<file path="src/logic/tmr_cfg.svh">
`ifndef TMR_CFG_SVH
`define TMR_CFG_SVH

// Register addresses on the special function register bus
`define TMR_ADDR_CTRL 8'h91
`define TMR_ADDR_RELOAD_LO 8'h92
`define TMR_ADDR_RELOAD_HI 8'h93
`define TMR_ADDR_COUNT_LO 8'h94
`define TMR_ADDR_COUNT_HI 8'h95
`define TMR_SFR_PAGE 8'h00

// Control register field positions
`define TMR_BIT_HIGH_FLAG 7
`define TMR_BIT_LOW_FLAG 6
`define TMR_BIT_LOW_IRQ_EN 5
`define TMR_BIT_CAPTURE_EN 4
`define TMR_BIT_SPLIT 3
`define TMR_BIT_RUN 2
`define TMR_BIT_XCLK_HI 1
`define TMR_BIT_XCLK_LO 0

// Reset values and the byte maximum
`define TMR_CTRL_RESET 8'h00
`define TMR_BYTE_RESET 8'h00
`define TMR_BYTE_MAX 8'hff
`define TMR_READ_UNMAPPED 8'h00

// Alternate clock codes
`define TMR_XCLK_DIV12 2'h0
`define TMR_XCLK_EXT 2'h1
`define TMR_XCLK_RSVD 2'h2
`define TMR_XCLK_LFO 2'h3

// Divider ratios, in input cycles per timer tick
`define TMR_SYS_DIV 12
`define TMR_SRC_DIV 8

`endif

</file>
<file path="src/logic/tmr_pkg.sv">
package tmr_pkg;
  timeunit 1ns;
  timeprecision 1ps;
  typedef logic [7:0] tmr_byte_t;
  typedef logic [1:0] tmr_xclk_t;
endpackage

</file>
<file path="src/logic/tmr3_ctrl.sv">
`include "tmr_cfg.svh"

module tmr3_ctrl #(
  parameter int SYS_DIV = `TMR_SYS_DIV,
  parameter int SRC_DIV = `TMR_SRC_DIV
) (
  input wire logic core_clk_i,
  input wire logic rst_i,
  input wire tmr_pkg::tmr_byte_t sfr_addr_i,
  input wire tmr_pkg::tmr_byte_t sfr_page_i,
  input wire logic sfr_wr_i,
  input wire tmr_pkg::tmr_byte_t sfr_wdata_i,
  output tmr_pkg::tmr_byte_t sfr_rdata_o,
  input wire logic high_byte_clock_select_i,
  input wire logic low_byte_clock_select_i,
  input wire logic timer_irq_enable_i,
  input wire logic ext_osc_i,
  input wire logic low_freq_osc_i,
  output logic irq_o
);
  timeunit 1ns;
  timeprecision 1ps;
  import tmr_pkg::*;

  localparam int PW = (SYS_DIV > 1) ? $clog2(SYS_DIV) : 1;

  tmr_byte_t timer3_control;
  tmr_byte_t reload_low_byte;
  tmr_byte_t reload_high_byte;
  tmr_byte_t count_low_byte;
  tmr_byte_t count_high_byte;
  tmr_byte_t next_control;
  tmr_byte_t next_reload_low;
  tmr_byte_t next_reload_high;
  tmr_byte_t next_rdata;
  logic [PW-1:0] presc;
  logic [PW-1:0] next_presc;

  logic page_hit;
  logic wr_ctrl;
  logic wr_rll;
  logic wr_rlh;
  logic wr_cnt_l;
  logic wr_cnt_h;
  logic high_byte_overflow_flag;
  logic low_byte_overflow_flag;
  logic low_byte_interrupt_enable;
  logic osc_capture_enable;
  logic split_mode_select;
  logic run_control;
  tmr_xclk_t alt_clock_select;

  logic div12_tick;
  logic ext_tick;
  logic lfo_tick;
  logic lfo_fall;
  logic alt_tick;
  logic tick_l;
  logic tick_h;
  logic inc_l;
  logic inc_h;
  logic wrap_load_l;
  logic ovf_l;
  logic ovf_h;
  logic capture;

  assign page_hit = (sfr_page_i == `TMR_SFR_PAGE);
  assign wr_ctrl = sfr_wr_i & page_hit & (sfr_addr_i == `TMR_ADDR_CTRL);
  assign wr_rll = sfr_wr_i & page_hit & (sfr_addr_i == `TMR_ADDR_RELOAD_LO);
  assign wr_rlh = sfr_wr_i & page_hit & (sfr_addr_i == `TMR_ADDR_RELOAD_HI);
  assign wr_cnt_l = sfr_wr_i & page_hit & (sfr_addr_i == `TMR_ADDR_COUNT_LO);
  assign wr_cnt_h = sfr_wr_i & page_hit & (sfr_addr_i == `TMR_ADDR_COUNT_HI);

  assign high_byte_overflow_flag = timer3_control[`TMR_BIT_HIGH_FLAG];
  assign low_byte_overflow_flag = timer3_control[`TMR_BIT_LOW_FLAG];
  assign low_byte_interrupt_enable = timer3_control[`TMR_BIT_LOW_IRQ_EN];
  assign osc_capture_enable = timer3_control[`TMR_BIT_CAPTURE_EN];
  assign split_mode_select = timer3_control[`TMR_BIT_SPLIT];
  assign run_control = timer3_control[`TMR_BIT_RUN];
  assign alt_clock_select = timer3_control[`TMR_BIT_XCLK_HI:`TMR_BIT_XCLK_LO];

  // System clock divided by twelve
  assign div12_tick = (presc == PW'(SYS_DIV - 1));

  always_comb begin
    next_presc = div12_tick ? '0 : PW'(presc + 1'b1);
  end

  always_ff @(posedge core_clk_i or posedge rst_i) begin
    if (rst_i) begin
      presc <= '0;
    end else begin
      presc <= next_presc;
    end
  end

  // Both oscillator pins are asynchronous; each passes two flops before any logic
  tmr_src_sync #(.SRC_DIV(SRC_DIV)) u_ext_sync (
    .core_clk_i(core_clk_i),
    .rst_i(rst_i),
    .src_i(ext_osc_i),
    .tick_o(ext_tick),
    .fall_o()
  );

  tmr_src_sync #(.SRC_DIV(SRC_DIV)) u_lfo_sync (
    .core_clk_i(core_clk_i),
    .rst_i(rst_i),
    .src_i(low_freq_osc_i),
    .tick_o(lfo_tick),
    .fall_o(lfo_fall)
  );

  // One alternate source serves both bytes; the reserved code yields no ticks
  always_comb begin
    case (alt_clock_select)
      `TMR_XCLK_DIV12: alt_tick = div12_tick;
      `TMR_XCLK_EXT: alt_tick = ext_tick;
      `TMR_XCLK_LFO: alt_tick = lfo_tick;
      default: alt_tick = 1'b0;
    endcase
  end

  assign tick_l = low_byte_clock_select_i ? 1'b1 : alt_tick;
  assign tick_h = high_byte_clock_select_i ? 1'b1 : alt_tick;

  // Mode steering: 16-bit chains high off the low carry, split runs two 8-bit timers
  always_comb begin
    if (split_mode_select) begin
      inc_l = tick_l;
      wrap_load_l = 1'b1;
    end else begin
      inc_l = run_control & tick_l;
      wrap_load_l = (count_high_byte == `TMR_BYTE_MAX);
    end
  end

  // Kept apart from the block above so the low carry does not loop through one process
  assign inc_h = split_mode_select ? (run_control & tick_h) : ovf_l;

  tmr_byte_cnt u_cnt_lo (
    .core_clk_i(core_clk_i),
    .rst_i(rst_i),
    .inc_i(inc_l),
    .wrap_load_i(wrap_load_l),
    .reload_i(reload_low_byte),
    .wr_i(wr_cnt_l),
    .wdata_i(sfr_wdata_i),
    .count_o(count_low_byte),
    .ovf_o(ovf_l)
  );

  tmr_byte_cnt u_cnt_hi (
    .core_clk_i(core_clk_i),
    .rst_i(rst_i),
    .inc_i(inc_h),
    .wrap_load_i(1'b1),
    .reload_i(reload_high_byte),
    .wr_i(wr_cnt_h),
    .wdata_i(sfr_wdata_i),
    .count_o(count_high_byte),
    .ovf_o(ovf_h)
  );

  assign capture = osc_capture_enable & lfo_fall;

  // Hardware sets win over a software clear in the same cycle
  always_comb begin
    next_control = timer3_control;
    if (wr_ctrl) begin
      next_control = sfr_wdata_i;
    end
    if (ovf_h | capture) begin
      next_control[`TMR_BIT_HIGH_FLAG] = 1'b1;
    end
    if (ovf_l) begin
      next_control[`TMR_BIT_LOW_FLAG] = 1'b1;
    end
  end

  // A capture overrides a simultaneous software write of the reload pair
  always_comb begin
    next_reload_low = wr_rll ? sfr_wdata_i : reload_low_byte;
    next_reload_high = wr_rlh ? sfr_wdata_i : reload_high_byte;
    if (capture) begin
      next_reload_low = count_low_byte;
      next_reload_high = count_high_byte;
    end
  end

  always_comb begin
    next_rdata = `TMR_READ_UNMAPPED;
    if (page_hit) begin
      case (sfr_addr_i)
        `TMR_ADDR_CTRL: next_rdata = timer3_control;
        `TMR_ADDR_RELOAD_LO: next_rdata = reload_low_byte;
        `TMR_ADDR_RELOAD_HI: next_rdata = reload_high_byte;
        `TMR_ADDR_COUNT_LO: next_rdata = count_low_byte;
        `TMR_ADDR_COUNT_HI: next_rdata = count_high_byte;
        default: next_rdata = `TMR_READ_UNMAPPED;
      endcase
    end
  end

  always_ff @(posedge core_clk_i or posedge rst_i) begin
    if (rst_i) begin
      timer3_control <= `TMR_CTRL_RESET;
      reload_low_byte <= `TMR_BYTE_RESET;
      reload_high_byte <= `TMR_BYTE_RESET;
      sfr_rdata_o <= `TMR_READ_UNMAPPED;
    end else begin
      timer3_control <= next_control;
      reload_low_byte <= next_reload_low;
      reload_high_byte <= next_reload_high;
      sfr_rdata_o <= next_rdata;
    end
  end

  // Level request; the core sees it as long as a flag stays set and enabled
  assign irq_o = timer_irq_enable_i &
    (high_byte_overflow_flag |
     (low_byte_overflow_flag & low_byte_interrupt_enable));
endmodule

</file>
<file path="src/logic/tmr_src_sync.sv">
`include "tmr_cfg.svh"

module tmr_src_sync #(
  parameter int SRC_DIV = `TMR_SRC_DIV
) (
  input wire logic core_clk_i,
  input wire logic rst_i,
  input wire logic src_i,
  output logic tick_o,
  output logic fall_o
);
  timeunit 1ns;
  timeprecision 1ps;
  import tmr_pkg::*;

  localparam int CW = (SRC_DIV > 1) ? $clog2(SRC_DIV) : 1;

  logic sync_a;
  logic sync_b;
  logic prev;
  logic [CW-1:0] div_cnt;
  logic next_sync_a;
  logic next_sync_b;
  logic next_prev;
  logic [CW-1:0] next_div_cnt;
  logic rise;

  // Edge detection looks only at the second stage, never the first
  assign rise = sync_b & ~prev;
  assign fall_o = prev & ~sync_b;
  assign tick_o = rise & (div_cnt == CW'(SRC_DIV - 1));

  always_comb begin
    next_sync_a = src_i;
    next_sync_b = sync_a;
    next_prev = sync_b;
    next_div_cnt = div_cnt;
    if (rise) begin
      next_div_cnt = (div_cnt == CW'(SRC_DIV - 1)) ? '0 : CW'(div_cnt + 1'b1);
    end
  end

  always_ff @(posedge core_clk_i or posedge rst_i) begin
    if (rst_i) begin
      sync_a <= 1'b0;
      sync_b <= 1'b0;
      prev <= 1'b0;
      div_cnt <= '0;
    end else begin
      sync_a <= next_sync_a;
      sync_b <= next_sync_b;
      prev <= next_prev;
      div_cnt <= next_div_cnt;
    end
  end
endmodule

</file>
<file path="src/logic/tmr_byte_cnt.sv">
`include "tmr_cfg.svh"

module tmr_byte_cnt (
  input wire logic core_clk_i,
  input wire logic rst_i,
  input wire logic inc_i,
  input wire logic wrap_load_i,
  input wire tmr_pkg::tmr_byte_t reload_i,
  input wire logic wr_i,
  input wire tmr_pkg::tmr_byte_t wdata_i,
  output tmr_pkg::tmr_byte_t count_o,
  output logic ovf_o
);
  timeunit 1ns;
  timeprecision 1ps;
  import tmr_pkg::*;

  tmr_byte_t next_count;

  assign ovf_o = inc_i & (count_o == `TMR_BYTE_MAX);

  // A software write in the same cycle as a tick wins, so the value written is exact
  always_comb begin
    next_count = count_o;
    if (wr_i) begin
      next_count = wdata_i;
    end else if (ovf_o) begin
      next_count = wrap_load_i ? reload_i : `TMR_BYTE_RESET;
    end else if (inc_i) begin
      next_count = count_o + 8'h01;
    end
  end

  always_ff @(posedge core_clk_i or posedge rst_i) begin
    if (rst_i) begin
      count_o <= `TMR_BYTE_RESET;
    end else begin
      count_o <= next_count;
    end
  end
endmodule

</file>
<file path="config.mk">
export PLATFORM = sky130hd
export DESIGN_NAME = tmr3_ctrl
export DESIGN_NICKNAME = d
export VERILOG_FILES = /design/src/logic/tmr_pkg.sv /design/src/logic/tmr3_ctrl.sv /design/src/logic/tmr_src_sync.sv /design/src/logic/tmr_byte_cnt.sv
export VERILOG_INCLUDE_DIRS = /design/src /design/src/logic
export SDC_FILE = /design/constraint.sdc
export NUM_CORES = 1
export LEC_CHECK = 0
export BUFFER_PORTS_ARGS = -buffer_cell sky130_fd_sc_hd__buf_2
export CORE_MARGIN = 1.5
export CORE_UTILIZATION = 35
export DETAILED_ROUTE_END_ITERATION = 10
export GPL_TIMING_DRIVEN = 0
export PLACE_DENSITY = 0.59
export SLEW_MARGIN = 20
export SYNTH_ARGS = -nofsm -noshare
export SYNTH_HDL_FRONTEND = slang
export SYNTH_SLANG_ARGS = --single-unit
</file>
<file path="constraint.sdc">
create_clock -name core_clk_i -period 2.8 [get_ports core_clk_i]
set_clock_uncertainty 0.1 [all_clocks]
set_input_delay 0.14 -clock core_clk_i [delete_from_list [all_inputs] [get_ports core_clk_i]]
set_output_delay 0.14 -clock core_clk_i [all_outputs]
set_load 0.01 [all_outputs]
</file>
# After elaboration in Yosys (flattened, before gate mapping)
# Cells that the tools add are included.
dict set report word_totals {
  regBits 64
}
dict set report op_classes {
  add_sub_neg 5
  eq_ne 12
  n_mux 25
  bitwise 23
  n_reduce_logical 8
}
# cell n
set ops {}
lappend ops {{$mux 8} 13}
lappend ops {{$eq 8x8->1 const B} 7}
lappend ops {{$pmux 8 s5} 1}
lappend ops {{$and 1x1->1} 18}
lappend ops {{$add 8x1->8 const B} 2}
lappend ops {{$logic_not 8->1} 1}
lappend ops {{$reduce_bool 2->1} 4}
lappend ops {{$mux 1} 7}
lappend ops {{$add 3x1->3 const B} 2}
lappend ops {{$eq 3x3->1 const B} 2}
lappend ops {{$mux 3} 2}
lappend ops {{$reduce_bool 3->1} 2}
lappend ops {{$add 4x1->4 const B} 1}
lappend ops {{$eq 4x4->1 const B} 1}
lappend ops {{$mux 4} 1}
lappend ops {{$not 1->1} 3}
lappend ops {{$pmux 1 s3} 1}
lappend ops {{$eq 2x1->1 const B} 1}
lappend ops {{$eq 2x2->1 const B} 1}
lappend ops {{$logic_not 2->1} 1}
lappend ops {{$or 1x1->1} 2}

# Depth between registers and ports, before layout
dict set report logic_depth {
  ltp_word 12
  ltp_mapped 8
  mapped_depth_nobuf 7
}

# Modules after synthesis
# Synthesis repeated with hierarchy kept, for this count alone.
dict set report unflattened {
  hier_cells 392
  area_unflattened_um2 3752.3
}
# mod n_inst cells_each area_per_inst_um2 seq_area_each_um2
set modules_own_cells {}
lappend modules_own_cells {tmr3_ctrl 1 214 2063.2 900.9}
lappend modules_own_cells {tmr_byte_cnt 2 73 586.8 200.2}
lappend modules_own_cells {tmr_src_sync 2 16 257.7 150.1}

# Worst setup path after synthesis
# Ideal clock, no wire load.
dict set report synth_timing {
  kind {flip-flop to flip-flop}
  startpoint {register u_ext_sync.div_cnt[0]}
  endpoint {register u_cnt_hi.count_o[1]}
  setup_time_ns 0.132
  t_arrival_ns 1.865
  path_slack_ns 0.702
  path_stages_with_launch 9
  synth_period_minus_slack_ns 2.098
  path_cell_list {dfrtp_1 > ha_1 > ha_1 > nor4bb_1 > o21ai_1 > a32o_1 > buf_2 > a2111oi_0 > o31ai_1}
}
dict set report synth_between {
  elab_chain_len 11
  word_cells_on_any_way 14
  classes_between {1 x eq/ne; 7 x mux; 5 x bitwise; 1 x reduce/logical}
}
# item line
set synth_lines {}
lappend synth_lines {{start: declaration} tmr_src_sync.sv:21} ;# logic [CW-1:0] div_cnt;
lappend synth_lines {{start signal: assignment} tmr_src_sync.sv:53} ;# div_cnt <= next_div_cnt;
lappend synth_lines {{$eq 3x3->1 (*)} tmr_src_sync.sv:31} ;# assign tick_o = rise & (div_cnt == CW'(SRC_DIV - 1));
lappend synth_lines {{$and 1x1->1 (*)} tmr_src_sync.sv:31}
lappend synth_lines {{$pmux 1 s3 (*)} tmr3_ctrl.sv:116} ;# case (alt_clock_select)
lappend synth_lines {{$mux 1} tmr3_ctrl.sv:124} ;# assign tick_l = low_byte_clock_select_i ? 1'b1 : alt_tick;
lappend synth_lines {{$and 1x1->1} tmr3_ctrl.sv:133} ;# inc_l = run_control & tick_l;
lappend synth_lines {{$mux 1} tmr3_ctrl.sv:129} ;# if (split_mode_select) begin
lappend synth_lines {{$and 1x1->1} tmr_byte_cnt.sv:20} ;# assign ovf_o = inc_i & (count_o == `TMR_BYTE_MAX);
lappend synth_lines {{$mux 1 (*)} tmr3_ctrl.sv:139} ;# assign inc_h = split_mode_select ? (run_control & tick_h) : ovf_l;
lappend synth_lines {{$and 1x1->1} tmr_byte_cnt.sv:20}
lappend synth_lines {{$mux 8} tmr_byte_cnt.sv:27} ;# end else if (ovf_o) begin
lappend synth_lines {{$mux 8} tmr_byte_cnt.sv:25} ;# if (wr_i) begin
lappend synth_lines {{end signal: assignment} tmr_byte_cnt.sv:36} ;# count_o <= `TMR_BYTE_RESET;
lappend synth_lines {{end signal: assignment} tmr_byte_cnt.sv:38} ;# count_o <= next_count;
lappend synth_lines {{end: declaration} tmr_byte_cnt.sv:11} ;# output tmr_pkg::tmr_byte_t count_o,
# Mark *: on every way between the ends. The rest lies on a longest branch, timed or not.
# A chain may end at the register's enable or synchronous reset.

# Worst setup path after layout
# Ends and elaborated chain as after synthesis.

==> results.yml <==
global_routing:
  grt_pass1_wl_um: 16300
  gr-usage-all-layers_pct: 19.3
  antenna_found_initial: 0
  grt_start_max_net_pins: 51
  via_count_of_the_first_global_routing_pass: 3119
  overflow: 0
pwr:
  pwr-share-clk_pct: 34.0
  pwr_density_cell_nw_per_um2: 639
  total_leakage_power_nw: 1.73
  irDropWorstVdd_mv: 0.318
  switching_power_mw: 0.839
  power.sequential.fraction_pct: 44.6
  p_sw_share_pct: 30.8
  power.combinational.fraction_pct: 21.4
  p_int_mw: 1.89
place:
  gp_congestion: 0.901
  place.detailed.hpwl_um: 6780
  place.port_buffers: 40
cts:
  clk-insertion-delay-late_ps: 350
  cts-htree-levels: 3
  cts_tree: "done"
  post_cts.repair.setup_buffers: 0
  ctsLongestPathBuffers: 2
  cts.sinks: 64
  numCtsBuffers: 9
  clkTransAtPathRegs_ps: 70
  clock_tree.root_cell: "sky130_fd_sc_hd__clkbuf_8"
worst_setup_path:
  worst_setup_path_end_kind: "register"
  crit_type: "register to register"
  crit_required_ps: 2920
  data_arrival_time_of_the_critical_path_ps: 2540
  critPathMaxFanout: 9
  start_kind: "register"
sta:
  timing_worst_slew_pin_value_ps: 631
  final-setup-viol-count: 0
  finalSetupTns_ps: 0
  grt_setup_unrepaired: "no"
  timing.final.hold_violations: 0
  final_min_period_over_clock_period_pct: 86.3
  slew-limit-headroom_pct: 57.9
  finalCriticalPeriod_ps: 2420
  max_clock_freq_mhz: 414
  slew_violations: 0
detailed_routing:
  ant_nets: 0
  route.vias.total: 3114
  drt-vias-per-instance: 5.50
  drc: 0
  drt_iter0_drc: 320
  post_drt_wl_per_cell_um: 17.1
  drt-pass1-iter-count: 6
  drt_wl_total_um: 9690
finish:
  finish.net_count: 467
  num-fill-cells: 982
  final_common_cell: "sky130_fd_sc_hd__dfrtp_1"
  finish.utilization_pct: 43.7
  area_delta_synth_final_pct: 20.7
  layout.cells.most_common_list: "64 x sky130_fd_sc_hd__dfrtp_1, 45 x sky130_fd_sc_hd__buf_2, 34 x sky130_fd_sc_hd__nand2_1"
  antenna_cells: 0
  final_layout_size_suffix_gt1_share_pct: 19.4
job:
  timing.max_cap.violations: 0
die:
  start_util_pct: 36.2
  floorplan.rows: 36
  die_x_um: 104
  design.portCount: 41
  dieArea_um2: 10700
  die_y_um: 104
  core-area_um2: 9770
synthesis:
  synth_edf_count: 0
  syn_nets: 406
  synth_seq_cells: 64
  most_frequently_used_flop_master_after_synthesis: "sky130_fd_sc_hd__dfrtp_1"
  ys_seq_area_share_pct: 45.3
  synthesis.area_um2: 3540
  synth.avg_cell_area_um2: 9.64
  async_flop_share_pct: 100
  synth.yosys.warnings: 0
  yosysUniqueCellTypes: 56
  synthesis.instances: 367
outcome:
  result_of_the_run: "finished clean"
hold_path:
  hold_path.class: "primary input to register"
==> area by class of cell <==
class	count	area (um2)	area share (%)
inverters	9	36.3	0.850
well taps	133	166	3.90
flip-flops and latches	64	1600	37.5
clock inverters	4	76.3	1.79
repair buffers	50	318	7.44
clock buffers	12	155	3.63
multi-input cells	273	1810	42.5
plain buffers	21	104	2.43
==> kinds of logic (layout without fill, tap and decap cells) <==
group	Yosys count	count (layout)	synth area share [%]
and+or+nand+nor	129	129	19.3
buffers and inverters	30	96	3.89
DFF	64	64	45.3
adders and majority gates	7	7	2.48
muxes	29	29	8.59
xor gates and xnor gates	3	3	0.743
AOI/OAI and AO/OA	105	105	19.7
==> metal layers <==
metal	up-vias	GRT usage, %	share of wire, %
met5	-	0	0
met4	0	6.45	1.9
met3	17	4.41	5.4
met2	100	30.8	47
met1	1505	25.9	46
li1	1492	-	-
==> cells in the mapped netlist, drive strengths merged, types with 5 or more instances <==
cell type | number | area (um2)
clkbuf | 13 | 48.8
ha | 7 | 87.6
and3 | 9 | 56.3
nor2 | 33 | 124
a21oi | 26 | 130
and4 | 5 | 43.8
and2 | 9 | 56.3
mux2i | 18 | 180
o21ai | 11 | 55.1
a22oi | 17 | 133
a31oi | 20 | 125
buf | 8 | 55.1
nand2 | 35 | 134
dfrtp | 64 | 1600
mux2 | 11 | 124
inv | 9 | 33.8
nand3 | 9 | 45.0
o31ai | 12 | 90.1
==> per-stage QoR <==
stage | hold slack [ps] | cells | setup WS, ps | total power [mW] | cell area [um2]
detailed placement | -13.0 | 541 | 331 | 1.80 | 3940
global route | 19.7 | 566 | 153 | 2.90 | 4270
global placement | 149 | 540 | 86.4 | 1.77 | 3910
finish | 26.2 | 566 | 382 | 2.73 | 4270
CTS | 8.50 | 566 | 292 | 2.75 | 4260
floorplan | 71.4 | 367 | 702 | 1.62 | 3540
==> power by group through the flow <==
stage,Combinational [mW],Sequential (mW),Clock [mW]
2_1_floorplan,0.432,1.18,0
3_3_place_gp,0.543,1.22,0
3_5_place_dp,0.576,1.23,0
4_1_cts,0.586,1.21,0.948
5_1_grt,0.675,1.24,0.984
6_report,0.585,1.22,0.927
==> final timing paths <==
kind / slack, ps / cells past startpoint / start / endpoint
worst max-delay path: 380 / 8 / u_ext_sync.div_cnt[0] / u_cnt_hi.count_o[1]
worst min-delay path: 30 / 2 / sfr_wdata_i[0] / timer3_control[0]
worst max register to register: 380 / 8 / u_ext_sync.div_cnt[0] / u_cnt_hi.count_o[1]
worst min register to register: 250 / 0 / u_lfo_sync.next_sync_b / u_lfo_sync.next_prev
max in group asynchronous: 1910 / 4 / rst_i / reload_low_byte[6]
min in group asynchronous: 160 / 3 / rst_i / presc[3]
==> critical path, stage by stage (launching register included) <==
cell                        delay, ps
sky130_fd_sc_hd__dfrtp_1          360
sky130_fd_sc_hd__ha_1             150
sky130_fd_sc_hd__ha_1             160
sky130_fd_sc_hd__nor4bb_1         270
sky130_fd_sc_hd__o21ai_1          240
sky130_fd_sc_hd__a32o_1           300
sky130_fd_sc_hd__buf_2            180
sky130_fd_sc_hd__a2111oi_0        420
sky130_fd_sc_hd__o31ai_1          110
==> flip-flops by register name, indices dropped and copies added, names as in the netlist, 3 cells and up <==
signal and cells:
u_cnt_hi.count_o 8, reload_high_byte 8, timer3_control 8, sfr_rdata_o 8, u_lfo_sync.div_cnt 3, u_ext_sync.div_cnt 3
reload_low_byte 8, u_cnt_lo.count_o 8, presc 4
==> repair_timing <==
action,CTS,global route
hold buffers,9,0
endpoints found under the hold margin,75,0
setup endpoints to repair,0,1
resized for setup,0,2
Note: power is estimated with default switching activity, not from simulation.
